[src/hw/pmt_params.svh]
// Register indices, field positions, reset values and timing constants of the period match timer.
`ifndef PMT_PARAMS_SVH
`define PMT_PARAMS_SVH

`define PMT_ADDR_COUNT      2'h0
`define PMT_ADDR_PERIOD     2'h1
`define PMT_ADDR_CONTROL    2'h2
`define PMT_ADDR_FLAG       2'h3

`define PMT_CTRL_PRE_LSB    0
`define PMT_CTRL_PRE_MSB    1
`define PMT_CTRL_RUN_BIT    2
`define PMT_CTRL_POST_LSB   3
`define PMT_CTRL_POST_MSB   6
`define PMT_CTRL_WMASK      8'h7F
`define PMT_FLAG_MATCH_BIT  1

`define PMT_COUNT_RESET     8'h00
`define PMT_PERIOD_RESET    8'hFF
`define PMT_CONTROL_RESET   8'h00
`define PMT_BYTE_ZERO       8'h00

`define PMT_PRE_DIV1        2'h0
`define PMT_PRE_DIV4        2'h1
`define PMT_PRE_LAST1       4'h0
`define PMT_PRE_LAST4       4'h3
`define PMT_PRE_LAST16      4'hF
`define PMT_PRE_ZERO        4'h0
`define PMT_PRE_ONE         4'h1
`define PMT_QUARTER_DIV     2'h3
`define PMT_QUARTER_ZERO    2'h0
`define PMT_QUARTER_ONE     2'h1
`define PMT_POST_ZERO       4'h0
`define PMT_POST_ONE        4'h1
`define PMT_COUNT_ONE       8'h01

`endif

[src/hw/pmt_pkg.sv]
// Types shared by the period match timer modules.
package pmt_pkg;
    typedef enum logic [1:0] {
        PMT_PRE_1,
        PMT_PRE_4,
        PMT_PRE_16
    } pmt_prescale_t;
endpackage

[src/hw/pmt_tick_if.sv]
// Tick and clear signals passed between the timer core and its scaler modules.
`timescale 1ns/1ns
`default_nettype none
interface pmt_tick_if;
    logic       tick;
    logic       clear;
    logic [3:0] last;
    logic       done;
    modport owner (output tick, output clear, output last, input done);
    modport scaler (input tick, input clear, input last, output done);
endinterface
`default_nettype wire

[src/hw/pmt_scaler.sv]
// Divide-by-N event counter used for both the prescaler and the postscaler.
`timescale 1ns/1ns
`default_nettype none
`include "pmt_params.svh"
module pmt_scaler (
    input  wire logic   i_clk,
    input  wire logic   i_rst,
    pmt_tick_if.scaler  tick_port
);
    logic [3:0] cnt_reg;
    logic [3:0] cnt_next;

    // Emits done on the tick that completes last+1 input ticks.
    always_comb
    begin
        cnt_next = cnt_reg;
        tick_port.done = 1'b0;
        if (tick_port.clear)
        begin
            cnt_next = `PMT_PRE_ZERO;
        end
        else if (tick_port.tick)
        begin
            if (cnt_reg >= tick_port.last)
            begin
                cnt_next = `PMT_PRE_ZERO;
                tick_port.done = 1'b1;
            end
            else
            begin
                cnt_next = cnt_reg + `PMT_PRE_ONE;
            end
        end
    end

    always_ff @(posedge i_clk)
    begin
        if (i_rst)
        begin
            cnt_reg <= `PMT_PRE_ZERO;
        end
        else
        begin
            cnt_reg <= cnt_next;
        end
    end
endmodule
`default_nettype wire

[src/hw/pmt_timer.sv]
// Period match timer: 8-bit counter with prescaler, period register and postscaler.
// What this block does
// RULE_01 - 8-bit count and period registers, both readable and writable by software.
// RULE_02 - Counter clock is system clock over four, then prescaled 1, 4 or 16.
// RULE_03 - Control bits 1:0 pick prescale: 00 gives 1, 01 gives 4, 1x gives 16.
// RULE_04 - Control bits 6:3 pick postscale linearly, 0000 is 1:1, 1111 is 1:16.
// RULE_05 - Matches pass the postscaler; its completion sets match flag, flag bit 1.
// RULE_06 - Control bit 2 runs the timer when set, stops it when clear.
// RULE_07 - Every reset clears the count register.
// RULE_08 - Count write, control write or reset clears prescaler and postscaler.
// RULE_09 - Writing control leaves the count value unchanged.
// RULE_10 - Control bit 7 is unimplemented and reads zero.
// RULE_11 - The period match event is offered to the PWM unit as time base.
// RULE_12 - PWM period is four clocks times period plus one times prescale.
// RULE_13 - Count increments until equal to period, next tick returns to zero with match.
// RULE_14 - Control resets to zero: timer off, prescale 1, postscale 1:1.
//
// Implementation choices: the register offsets and the strobed register port.
`timescale 1ns/1ns
`default_nettype none
`include "pmt_params.svh"
module pmt_timer (
    input  wire logic       i_clk,
    input  wire logic       i_rst,
    input  wire logic [1:0] i_addr,
    input  wire logic [7:0] i_wdata,
    input  wire logic       i_wr,
    input  wire logic       i_rd,
    output logic      [7:0] o_rdata,
    output logic            o_period_match,
    output logic            o_match_flag
);
    logic [7:0]  count_value_reg;
    logic [7:0]  count_value_next;
    logic [7:0]  period_value_reg;
    logic [7:0]  period_value_next;
    logic [6:0]  timer_control_reg;
    logic [6:0]  timer_control_next;
    logic        match_flag_reg;
    logic        match_flag_next;
    logic [1:0]  quarter_reg;
    logic [1:0]  quarter_next;
    logic [7:0]  rdata_reg;
    logic [7:0]  rdata_next;
    logic        match_reg;
    logic        match_next;
    logic        timer_run;
    logic        wr_count;
    logic        wr_period;
    logic        wr_control;
    logic        wr_flag;
    logic        quarter_tick;
    logic        count_tick;
    logic        match_event;
    logic        scaler_clear;
    pmt_pkg::pmt_prescale_t pre_divide_select;

    pmt_tick_if pre_if ();
    pmt_tick_if post_if ();

    assign wr_count   = i_wr && (i_addr == `PMT_ADDR_COUNT);
    assign wr_period  = i_wr && (i_addr == `PMT_ADDR_PERIOD);
    assign wr_control = i_wr && (i_addr == `PMT_ADDR_CONTROL);
    assign wr_flag    = i_wr && (i_addr == `PMT_ADDR_FLAG);
    assign timer_run  = timer_control_reg[`PMT_CTRL_RUN_BIT];              // [RULE_06]
    assign scaler_clear = wr_count || wr_control;                           // [RULE_08]

    // Prescale select decode; both 1x codes map to divide by 16.
    always_comb
    begin
        unique case (timer_control_reg[`PMT_CTRL_PRE_MSB:`PMT_CTRL_PRE_LSB])
            `PMT_PRE_DIV1: pre_divide_select = pmt_pkg::PMT_PRE_1;          // [RULE_03]
            `PMT_PRE_DIV4: pre_divide_select = pmt_pkg::PMT_PRE_4;          // [RULE_03]
            default:       pre_divide_select = pmt_pkg::PMT_PRE_16;         // [RULE_03]
        endcase
    end

    always_comb
    begin
        unique case (pre_divide_select)
            pmt_pkg::PMT_PRE_1:  pre_if.last = `PMT_PRE_LAST1;              // [RULE_02]
            pmt_pkg::PMT_PRE_4:  pre_if.last = `PMT_PRE_LAST4;              // [RULE_02]
            pmt_pkg::PMT_PRE_16: pre_if.last = `PMT_PRE_LAST16;             // [RULE_02]
        endcase
    end

    // The instruction clock is one system clock in four.
    assign quarter_tick = timer_run && (quarter_reg == `PMT_QUARTER_DIV);  // [RULE_02]
    assign pre_if.tick  = quarter_tick;
    assign pre_if.clear = scaler_clear;
    assign count_tick   = pre_if.done;

    pmt_scaler u_prescaler (
        .i_clk     (i_clk),
        .i_rst     (i_rst),
        .tick_port (pre_if)
    );

    // Match is taken on the tick after count equals period.
    assign match_event = count_tick && (count_value_reg == period_value_reg); // [RULE_13]

    assign post_if.tick  = match_event;                                     // [RULE_05]
    assign post_if.clear = scaler_clear;                                    // [RULE_08]
    assign post_if.last  = timer_control_reg[`PMT_CTRL_POST_MSB:`PMT_CTRL_POST_LSB]; // [RULE_04]

    pmt_scaler u_postscaler (
        .i_clk     (i_clk),
        .i_rst     (i_rst),
        .tick_port (post_if)
    );

    always_comb
    begin
        quarter_next = quarter_reg;
        if (scaler_clear || !timer_run)
        begin
            quarter_next = `PMT_QUARTER_ZERO;
        end
        else
        begin
            quarter_next = quarter_reg + `PMT_QUARTER_ONE;
        end
    end

    always_comb
    begin
        count_value_next = count_value_reg;
        if (wr_count)
        begin
            count_value_next = i_wdata;                                     // [RULE_01]
        end
        else if (match_event)
        begin
            count_value_next = `PMT_COUNT_RESET;                            // [RULE_13]
        end
        else if (count_tick)
        begin
            count_value_next = count_value_reg + `PMT_COUNT_ONE;            // [RULE_13]
        end
    end

    always_comb
    begin
        period_value_next = period_value_reg;
        if (wr_period)
        begin
            period_value_next = i_wdata;                                    // [RULE_01]
        end
    end

    always_comb
    begin
        timer_control_next = timer_control_reg;
        if (wr_control)
        begin
            timer_control_next = i_wdata[6:0];                              // [RULE_09]
        end
    end

    // Set wins over a software clear in the same cycle.
    always_comb
    begin
        match_flag_next = match_flag_reg;
        if (wr_flag && !i_wdata[`PMT_FLAG_MATCH_BIT])
        begin
            match_flag_next = 1'b0;
        end
        if (post_if.done)
        begin
            match_flag_next = 1'b1;                                         // [RULE_05]
        end
    end

    assign match_next = match_event;                                        // [RULE_11] [RULE_12]

    always_comb
    begin
        rdata_next = `PMT_BYTE_ZERO;
        if (i_rd)
        begin
            unique case (i_addr)
                `PMT_ADDR_COUNT:   rdata_next = count_value_reg;            // [RULE_01]
                `PMT_ADDR_PERIOD:  rdata_next = period_value_reg;           // [RULE_01]
                `PMT_ADDR_CONTROL: rdata_next = {1'b0, timer_control_reg};  // [RULE_10]
                `PMT_ADDR_FLAG:    rdata_next = {6'h00, match_flag_reg, 1'b0};
            endcase
        end
    end

    always_ff @(posedge i_clk)
    begin
        if (i_rst)
        begin
            count_value_reg   <= `PMT_COUNT_RESET;                          // [RULE_07]
            period_value_reg  <= `PMT_PERIOD_RESET;
            timer_control_reg <= 7'(`PMT_CONTROL_RESET);                    // [RULE_14]
            match_flag_reg    <= 1'b0;
            quarter_reg       <= `PMT_QUARTER_ZERO;
            rdata_reg         <= `PMT_BYTE_ZERO;
            match_reg         <= 1'b0;
        end
        else
        begin
            count_value_reg   <= count_value_next;
            period_value_reg  <= period_value_next;
            timer_control_reg <= timer_control_next;
            match_flag_reg    <= match_flag_next;
            quarter_reg       <= quarter_next;
            rdata_reg         <= rdata_next;
            match_reg         <= match_next;
        end
    end

    assign o_rdata        = rdata_reg;
    assign o_period_match = match_reg;
    assign o_match_flag   = match_flag_reg;
endmodule
`default_nettype wire

[config.mk]
export PLATFORM = sky130hd
export DESIGN_NAME = pmt_timer
export DESIGN_NICKNAME = d
export VERILOG_FILES = /design/src/hw/pmt_pkg.sv /design/src/hw/pmt_tick_if.sv /design/src/hw/pmt_scaler.sv /design/src/hw/pmt_timer.sv
export VERILOG_INCLUDE_DIRS = /design/src /design/src/hw
export SDC_FILE = /design/constraint.sdc
export NUM_CORES = 1
export LEC_CHECK = 0
export ABC_AREA = 0
export BUFFER_PORTS_ARGS = -buffer_cell sky130_fd_sc_hd__buf_2
export CAP_MARGIN = 25
export CORE_MARGIN = 10
export CORE_UTILIZATION = 45
export CTS_BUF_LIST = sky130_fd_sc_hd__clkbuf_8
export CTS_CLUSTER_SIZE = 16
export DETAILED_ROUTE_END_ITERATION = 10
export HOLD_SLACK_MARGIN = 0.03
export MAX_ROUTING_LAYER = met4
export PLACE_DENSITY = 0.75
export SYNTH_ARGS = -nofsm -noshare
export SYNTH_HDL_FRONTEND = slang
export SYNTH_SLANG_ARGS = --single-unit
[constraint.sdc]
create_clock -name i_clk -period 3 [get_ports i_clk]
set_input_delay 0.6 -clock i_clk [delete_from_list [all_inputs] [get_ports i_clk]]
set_output_delay 0.6 -clock i_clk [all_outputs]
set_load 0.005 [all_outputs]
* After elaboration in Yosys (flattened, before gate mapping)
Index checks and enable logic that the tools add are counted.
** Storage, ports and cells
- Output and inout port bits :: 10
- Register bits :: 43
- Bits of input ports :: 14
- Word-level logic and storage cells :: 59
** Cells by class
- Eq/ne operators :: 8
- Bitwise logic cells :: 1
- Muxes and demuxes :: 16
- Reduce and logical (&&, ||, !) cells :: 19
- Add/sub/neg operators :: 4
- $lt $le $gt $ge :: 2
** Operators with widths (number)
- $pmux W8 S4 :: 1
- $mux W8 :: 3
- $pmux W4 S3 :: 1
- $add A4 B1 Y4 const B :: 2
- $add A8 B1 Y8 const B :: 1
- $eq A2 B2 Y1 const B :: 4
- $eq A8 B8 Y1 :: 1
- $ge A4 B4 Y1 :: 2
- $mux W1 :: 8
- $mux W4 :: 2
- $logic_and A1 B1 Y1 :: 7
- $eq A2 B1 Y1 const B :: 3
- $logic_not A2 Y1 :: 3
- $reduce_or A2 Y1 :: 3
- $pmux W2 S2 :: 1
- $reduce_bool A3 Y1 :: 1
- $add A2 B1 Y2 const B :: 1
- $logic_not A1 Y1 :: 2
- $logic_or A1 B1 Y1 :: 2
- $reduce_bool A2 Y1 :: 1
- $not A1 Y1 :: 1

* Longest topological paths before layout
Gate-level depths: netlist of run 1.
- Depth after elaboration :: 12
- Gate-level depth with buffers :: 8
- Gate-level depth less buffers :: 7

* Cells and area by module
A second synthesis of run 1 with hierarchy kept.
** Second synthesis, totals
- Cell total of the unflattened synthesis :: 268
- Area, all modules :: 2313.5 um2
** Modules (own cells, without submodules)
- pmt_timer :: cells an instance 194, area an instance 1690.4 um2, times used 1, sequential area each 700.7 um2
- pmt_scaler :: cells an instance 37, area an instance 311.5 um2, times used 2, sequential area each 80.1 um2

* Worst setup path before layout of run 1
OpenSTA, ideal clock, no wires.
- Path type :: register to register
- Start :: register timer_control_reg[0]
- End :: register count_value_reg[5]
- Buffers on the path :: 1
- Data required time :: 2.941 ns
- Period minus slack after synthesis :: 2.331 ns
- Cell stages (with the launch flop) :: 9
- Arrival time :: 2.272 ns
- Path slack :: 0.669 ns
- Library setup time :: 0.059 ns
- Path through :: dfxtp_1 > or2_2 > ha_1 > nand2b_1 > a2111oi_0 > or3_1 > buf_2 > o2bb2ai_1 > o221a_2
** Between the ends
- Cells in the longest elaborated chain, start to end :: 11
- Elaborated cells on any way between the ends :: 15
- Classes of those cells :: order compare (1); eq/ne (3); mux (7); reduce/logical (4)
** Ends and longest elaborated chain
- start: declaration :: RTL line pmt_timer.sv:37 : logic [6:0] timer_control_reg;
- start signal: assignment :: RTL line pmt_timer.sv:196 : timer_control_reg <= 7'(`PMT_CONTROL_RESET);
- start signal: assignment :: RTL line pmt_timer.sv:206 : timer_control_reg <= timer_control_next;
- $eq A2 B1 Y1 / $logic_not A2 Y1 (equally long branches) :: RTL line pmt_timer.sv:71 : unique case (timer_control_reg[`PMT_CTRL_PRE_MSB:`PMT_CTRL_PRE_LSB])
- $pmux W2 S2 * :: RTL line pmt_timer.sv:71
- $eq A2 B2 Y1 (tied with other cells) :: RTL line pmt_timer.sv:80 : unique case (pre_divide_select)
- $pmux W4 S3 * :: RTL line pmt_timer.sv:80
- $ge A4 B4 Y1 * :: RTL line pmt_scaler.sv:24 : if (cnt_reg >= tick_port.last)
- $mux W1 * :: RTL line pmt_scaler.sv:24
- $mux W1 * :: RTL line pmt_scaler.sv:22 : else if (tick_port.tick)
- $mux W1 * :: RTL line pmt_scaler.sv:18 : if (tick_port.clear)
- $logic_and A1 B1 Y1 :: RTL line pmt_timer.sv:100 : assign match_event = count_tick && (count_value_reg == period_value_reg);
- $mux W8 :: RTL line pmt_timer.sv:132 : else if (match_event)
- $mux W8 :: RTL line pmt_timer.sv:128 : if (wr_count)
- end signal: assignment :: RTL line pmt_timer.sv:194 : count_value_reg <= `PMT_COUNT_RESET;
- end signal: assignment :: RTL line pmt_timer.sv:204 : count_value_reg <= count_value_next;
- end: declaration :: RTL line pmt_timer.sv:33 : logic [7:0] count_value_reg;
Every way passes the cells marked *; elsewhere a longest branch is shown, timed or not.
A chain may end at the register's enable or synchronous reset.

* Final worst setup path of run 1
- Start :: register timer_control_reg[0]
- End :: register count_value_reg[2]
Same word-level chain as after synthesis.

==> flow_metrics.py, run 1 <==
metrics = {
    "synth": {
        "seq_area_frac_synth_pct": 38.89,
        "synth.distinct_cells": 44,
        "yosysTopAreaCell": "dfxtp_1",
        "yosysMostFrequentCell": "dfxtp_1",
        "netlist_instances": 276,
        "synthFlopType": "dfxtp_1",
        "yosys_warnings": 0,
        "synth.avg_cell_area_um2": 8.019,
        "synth_seq_cells": 43,
        "synthArstFlopShare_pct": 0,
        "synth_top_cells_by_area": "dfxtp_1 39%, ha_1 6.8%, nand2_1 6.8%",
        "netlist_area_um2": 2213,
        "syn-num-nets": 302,
        "synth_edf_count": 0,
        "yosysTopAreaCellShare_pct": 38.89,
        "synthTopCellsByCount": "43 x dfxtp_1, 40 x nand2_1, 26 x nand3_1, 26 x nor2_1, 25 x a21oi_1",
    },
    "worst_setup_path": {
        "critPathArrivalTime_ns": 2.75,
        "path_max_fanout": 12,
        "ff2ff_setup_slack_ns": 0.46,
        "worstSetupEndpointType": "flop",
        "path_class": "reg2reg",
        "critPathLaunchType": "flop",
        "required_ns": 3.22,
    },
    "cells_and_area": {
        "drive_gt1_share_pct": 14.29,
        "nFillCells": 479,
        "stdcell_area_um2": 2495,
        "syn_to_final_growth_pct": 12.72,
        "nNetsFinal": 326,
        "regArea_um2": 860.8,
        "fin_cells": 368,
        "multi_input_area_um2": 1260,
        "n_antenna_cell": 0,
    },
    "detailed_routing": {
        "drt-initial-drc-count": 236,
        "num_vias": 2028,
        "routed_wl_mm": 5.513,
        "ant_nets": 0,
        "avgRoutedWirePerCell_um": 14.98,
        "avgViaCountPerCell": 5.511,
        "drc": 0,
        "drtPass1Iterations": 4,
    },
    "sta": {
        "worst_slack_ns": 0.4649,
        "period_needed_ns": 2.535,
        "fmax_mhz": 394.5,
        "finalSetupTns_ns": 0,
        "tightest_slew_ns": 0.6510,
        "timing.final.crit_share_pct": 84.50,
        "rsz0062_at_grt": "no",
        "setup_viol": 0,
        "finalClockSkew_ns": 0.009103,
        "hold_viol": 0,
        "slew_headroom_pct": 56.37,
        "slew_viol_final": 0,
    },
    "global_route": {
        "overflow": 0,
        "grt_max_degree": 17,
        "grt_pass1_vias": 1912,
        "antenna_found_initial": 0,
        "grt_pass1_wl_mm": 9.459,
        "grt_usage_pct": 14.27,
    },
    "clock_tree": {
        "clock_latency_ns": 0.30,
        "cts_buffers": 5,
        "cts_root_buffer": "clkbuf_8",
        "cts_setup_buffers": 0,
        "clk_pin_slew_worst_paths_ns": 0.09,
        "cts_sinks": 43,
        "htree_levels": 2,
        "clk_path_buf_depth": 2,
        "cts_resized": 0,
        "cts_tree": "built",
        "cts_hold_buf": 0,
    },
    "floorplanning": {
        "initial_utilization_pct": 46.55,
        "rows": 25,
        "fp.dieW_um": 90.13,
        "die_area_um2": 8123,
        "core_um2": 4755,
        "dieHeight_um": 90.13,
        "io_pins": 24,
    },
    "placed_design": {
        "dp_cells": 360,
        "gp_congestion": 0.9378,
        "place_ws_ns": 0.4711,
        "hpwl_mm": 4.101,
        "portBuffers": 23,
        "dpl-instance-area_um2": 2410,
    },
    "pwr": {
        "power.total_uw": 1110,
        "power.density_nw_per_um2": 444.9,
        "p_leak_uw": 0.001010,
        "irDropWorstVdd_mv": 0.3111,
    },
    "min_path": {
        "min_path_type": "reg2reg",
    },
    "outcome": {
        "status": "completed",
    },
    "run": {
        "cap_violations": 0,
    },
}
## final timing paths
path,from,end,cells after the start
max reg2reg,timer_control_reg[0]$_SDFFE_PP0P_,count_value_reg[2]$_SDFFE_PP0P_,8
min reg2reg,quarter_reg[0]$_SDFF_PP0_,quarter_reg[0]$_SDFF_PP0_,1
min,quarter_reg[0]$_SDFF_PP0_,quarter_reg[0]$_SDFF_PP0_,1
max,timer_control_reg[0]$_SDFFE_PP0P_,count_value_reg[2]$_SDFFE_PP0P_,8
## power by group
group | leakage, uW | total [uW] | internal (uW) | switching, uW
sequential | 0.000350 | 616 | 591 | 25.3
clock | 0.0000453 | 364 | 160 | 204
combinational | 0.000614 | 130 | 54.8 | 75.2
total | 0.00101 | 1110 | 805 | 305
## final cells by class
class	count	share of cell area, %
multi-input combinational	209	50.50
clock inverter	3	0.6520
clock buffer	5	2.758
timing repair buffer	29	6.419
tap	67	3.360
inverter	12	1.805
sequential	43	34.50
## cell usage in the layout (no fill, tap or decap), types with 5 or more instances in the layout
cell type / n
xor2_1: 9
ha_1: 12
o21ai_0: 7
a211oi_1: 5
dfxtp_1: 43
mux2i_1: 7
nand2_1: 40
buf_2: 23
clkbuf_8: 5
a21oi_1: 25
buf_4: 6
nor2_1: 26
inv_1: 13
nand3_1: 26
## metrics by stage
stage	util (%)	hold slack [ns]
2_1_floorplan	-	0.3962
3_3_place_gp	50.68	0.4060
3_5_place_dp	50.68	0.4150
4_1_cts	52.47	0.4264
5_1_grt	52.47	0.4419
6_report	52.47	0.4221
## layer usage
| metal | global-route usage (%) | up-vias | part of all wire (%) |
|---|---|---|---|
| li1 | - | 1014 | - |
| met4 | 5.703 | 0 | 1.7 |
| met3 | 3.242 | 9 | 8.4 |
| met1 | 19.27 | 934 | 46 |
| met2 | 19.98 | 71 | 43 |
| met5 | - | - | 0 |
## critical path, cell delays in order (launching register included)
cell	delay, ns
dfxtp_1	0.33
or2_2	0.31
ha_1	0.27
nand2b_1	0.09
a2111oi_0	0.09
buf_4	0.15
or3_1	0.52
or4_1	0.46
a311oi_1	0.26
## logic make-up after synthesis
| group | after synthesis | share of synthesized area (%) |
|---|---|---|
| mux | 8 | 4.183 |
| simple gates | 123 | 26.06 |
| flops | 43 | 38.89 |
| compound gates | 54 | 15.15 |
| fa+ha+maj | 12 | 6.783 |
| buf+inv | 24 | 4.182 |
| xor+xnor | 12 | 4.749 |
Power figures use the tool's default switching activity.
==> run 2, diff against run 1 <==
==> constraint.sdc (replaced) <==
create_clock -name i_clk -period 2.5 [get_ports i_clk]
set_input_delay 0.5 -clock i_clk [delete_from_list [all_inputs] [get_ports i_clk]]
set_output_delay 0.5 -clock i_clk [all_outputs]
set_load 0.005 [all_outputs]
==> run 2 against run 1 <==
  * Final area increased by 3.8%
  * Critical path type unchanged
  * Wire length increased by 4.6%
  * Clock skew decreased by 0.0027 ns
  * Hold slack improved by 0.0021 ns
  * Largest cell class unchanged
  * Global-route usage increased by 0.33 points
  * Via count increased by 2.3%
==> flow_metrics.py, run 2 (synthesis gave the netlist of run 1 again) <==
metrics = {
    "floorplanning": {
        "fp.dieW_um": 90.13,
        "io_pins": 24,
        "die_area_um2": 8123,
        "initial_utilization_pct": 46.55,
        "dieHeight_um": 90.13,
        "core_um2": 4755,
        "rows": 25,
    },
    "sta": {
        "slew_viol_final": 0,
        "tightest_slew_ns": 0.6180,
        "hold_viol": 0,
        "fmax_mhz": 411.6,
        "period_needed_ns": 2.429,
        "whs_ns": 0.4242,
        "finalSetupTns_ns": 0,
        "setup_viol": 0,
        "slew_headroom_pct": 58.58,
        "timing.final.crit_share_pct": 97.18,
        "finalClockSkew_ns": 0.006385,
    },
    "clock_tree": {
        "clock_latency_ns": 0.31,
        "cts_buffers": 5,
        "cts_tree": "built",
        "cts_sinks": 43,
        "clk_path_buf_depth": 2,
        "cts_setup_buffers": 0,
        "htree_levels": 2,
        "cts_root_buffer": "clkbuf_8",
        "clk_pin_slew_worst_paths_ns": 0.09,
    },
    "cells_and_area": {
        "nNetsFinal": 334,
        "fin_cells": 376,
        "layout_commonest_cell": "dfxtp_1",
        "final_util_pct": 54.45,
        "final_cell_mix": "43 x dfxtp_1, 40 x nand2_1, 26 x nor2_1, 26 x nand3_1, 25 x a21oi_1",
        "n_antenna_cell": 0,
        "drive_gt1_share_pct": 17.15,
        "syn_to_final_growth_pct": 16.96,
    },
    "detailed_routing": {
        "avgRoutedWirePerCell_um": 15.34,
        "num_vias": 2075,
        "avgViaCountPerCell": 5.519,
        "drc": 0,
        "ant_nets": 0,
        "drt-initial-drc-count": 229,
        "drtPass1Iterations": 5,
        "routed_wl_mm": 5.766,
    },
    "worst_setup_path": {
        "crit_path_cell_trace": "or2_2 -> ha_1 -> nand2b_1 -> a2111oi_2 -> buf_4 -> or3_1 -> or4_1 -> a311oi_1",
        "r2r-start": "timer_control_reg[0]$_SDFFE_PP0P_",
        "slowest_stage": "or3_1",
        "ff2ff_setup_slack_ns": 0.07,
        "endpoint": "count_value_reg[2]$_SDFFE_PP0P_",
        "path_class": "reg2reg",
        "crit_start": "timer_control_reg[0]$_SDFFE_PP0P_",
        "r2r_end": "count_value_reg[2]$_SDFFE_PP0P_",
        "slowest_delay_ns": 0.41,
        "path_max_fanout": 4,
        "critPathLaunchType": "flop",
        "required_ns": 2.72,
        "critPathArrivalTime_ns": 2.65,
        "ff2ff_path_depth": 8,
        "worstSetupEndpointType": "flop",
    },
    "placed_design": {
        "gp_congestion": 0.9700,
        "dp_cells": 368,
        "portBuffers": 23,
        "hpwl_mm": 4.358,
    },
    "pwr": {
        "p_sw_uw": 384.6,
        "clkPwrFrac_pct": 38.1,
        "power.total_uw": 1466,
        "seqPwrFrac_pct": 50.0,
        "power.density_nw_per_um2": 566.3,
        "p_leak_uw": 0.001064,
        "irDropWorstVdd_mv": 0.3966,
        "swShare_pct": 26.24,
        "p_comb_share_pct": 11.9,
        "internal-power_uw": 1081,
    },
    "global_route": {
        "grtUsageMet1_pct": 20.12,
        "grt_busiest_layer": "met2",
        "grt_use_met2_pct": 20.94,
        "grt_max_degree": 17,
        "grt_usage_pct": 14.60,
        "grt_pass1_vias": 1942,
        "grtUsageMet3_pct": 2.577,
        "antenna_found_initial": 0,
        "overflow": 0,
        "grt_pass1_wl_mm": 9.570,
    },
    "min_path": {
        "min_path_type": "reg2reg",
    },
    "run": {
        "cap_violations": 0,
    },
    "outcome": {
        "status": "completed",
    },
}
run 2: cell count changes in the layout (fill, tap and decap cells not counted):
cell,before,now
a2111oi_2,0,1
bufinv_16,0,1
inv_1,13,12
a2111oi_0,1,0
clkinv_4,0,1
buf_4,6,14
clkinvlp_4,1,0
run 2: worst min path at each step:
stage | startpoint | end | slack, ns | depth (start not counted)
6_report | quarter_reg[0]$_SDFF_PP0_ | quarter_reg[0]$_SDFF_PP0_ | 0.42 | 1
5_1_grt | quarter_reg[0]$_SDFF_PP0_ | quarter_reg[0]$_SDFF_PP0_ | 0.44 | 1
4_1_cts | quarter_reg[0]$_SDFF_PP0_ | quarter_reg[0]$_SDFF_PP0_ | 0.42 | 1
3_5_place_dp | quarter_reg[0]$_SDFF_PP0_ | quarter_reg[0]$_SDFF_PP0_ | 0.41 | 1
3_3_place_gp | quarter_reg[0]$_SDFF_PP0_ | quarter_reg[0]$_SDFF_PP0_ | 0.41 | 1
2_1_floorplan | quarter_reg[0]$_SDFF_PP0_ | quarter_reg[0]$_SDFF_PP0_ | 0.40 | 1
run 2: power groups by stage:
stage          sequential, uW  clock (uW)  combinational [uW]
6_report                  733         558                 174
5_1_grt                   737         594                 196
4_1_cts                   733         563                 171
3_5_place_dp              749           0                 170
3_3_place_gp              748           0                 169
2_1_floorplan             743           0                 110
run 2: routing by layer:
metal | vias to the layer above | routed length (um)
li1 | 1038 | -
met1 | 953 | 2726
met2 | 77 | 2513
met3 | 7 | 450
met4 | 0 | 76
met5 | - | 0
run 2: cell type report:
type,count,area (um2)
Fill cell,456,2166
Clock inverter,3,43.79
Timing Repair Buffer,37,220.2
Sequential cell,43,860.8
Tap cell,67,83.83
Clock buffer,5,68.82
Multi-Input combinational cell,209,1266
Inverter,12,45.04
run 2: worst max-delay path, delay by kind of cell (launching register included):
| kind | cells | cell delay (ns) |
|---|---|---|
| simple gates | 4 | 1.26 |
| compound gates | 2 | 0.33 |
| flops | 1 | 0.33 |
| buf+inv | 1 | 0.14 |
| fa+ha+maj | 1 | 0.28 |
run 2: per-stage QoR:
| step | setup slack [ns] | area, um2 |
|---|---|---|
| 6_report | 0.07052 | 2589 |
| 5_1_grt | -0.008998 | 2589 |
| 4_1_cts | 0.08609 | 2582 |
| 3_5_place_dp | 0.1232 | 2470 |
| 3_3_place_gp | 0.1782 | 2470 |
| 2_1_floorplan | 0.1689 | 2213 |
run 2: repair_timing:
item                                    4_1_cts  5_1_grt
hold buffers                                  0        0
endpoints found under the setup margin        0        2
resized for setup                             0        2
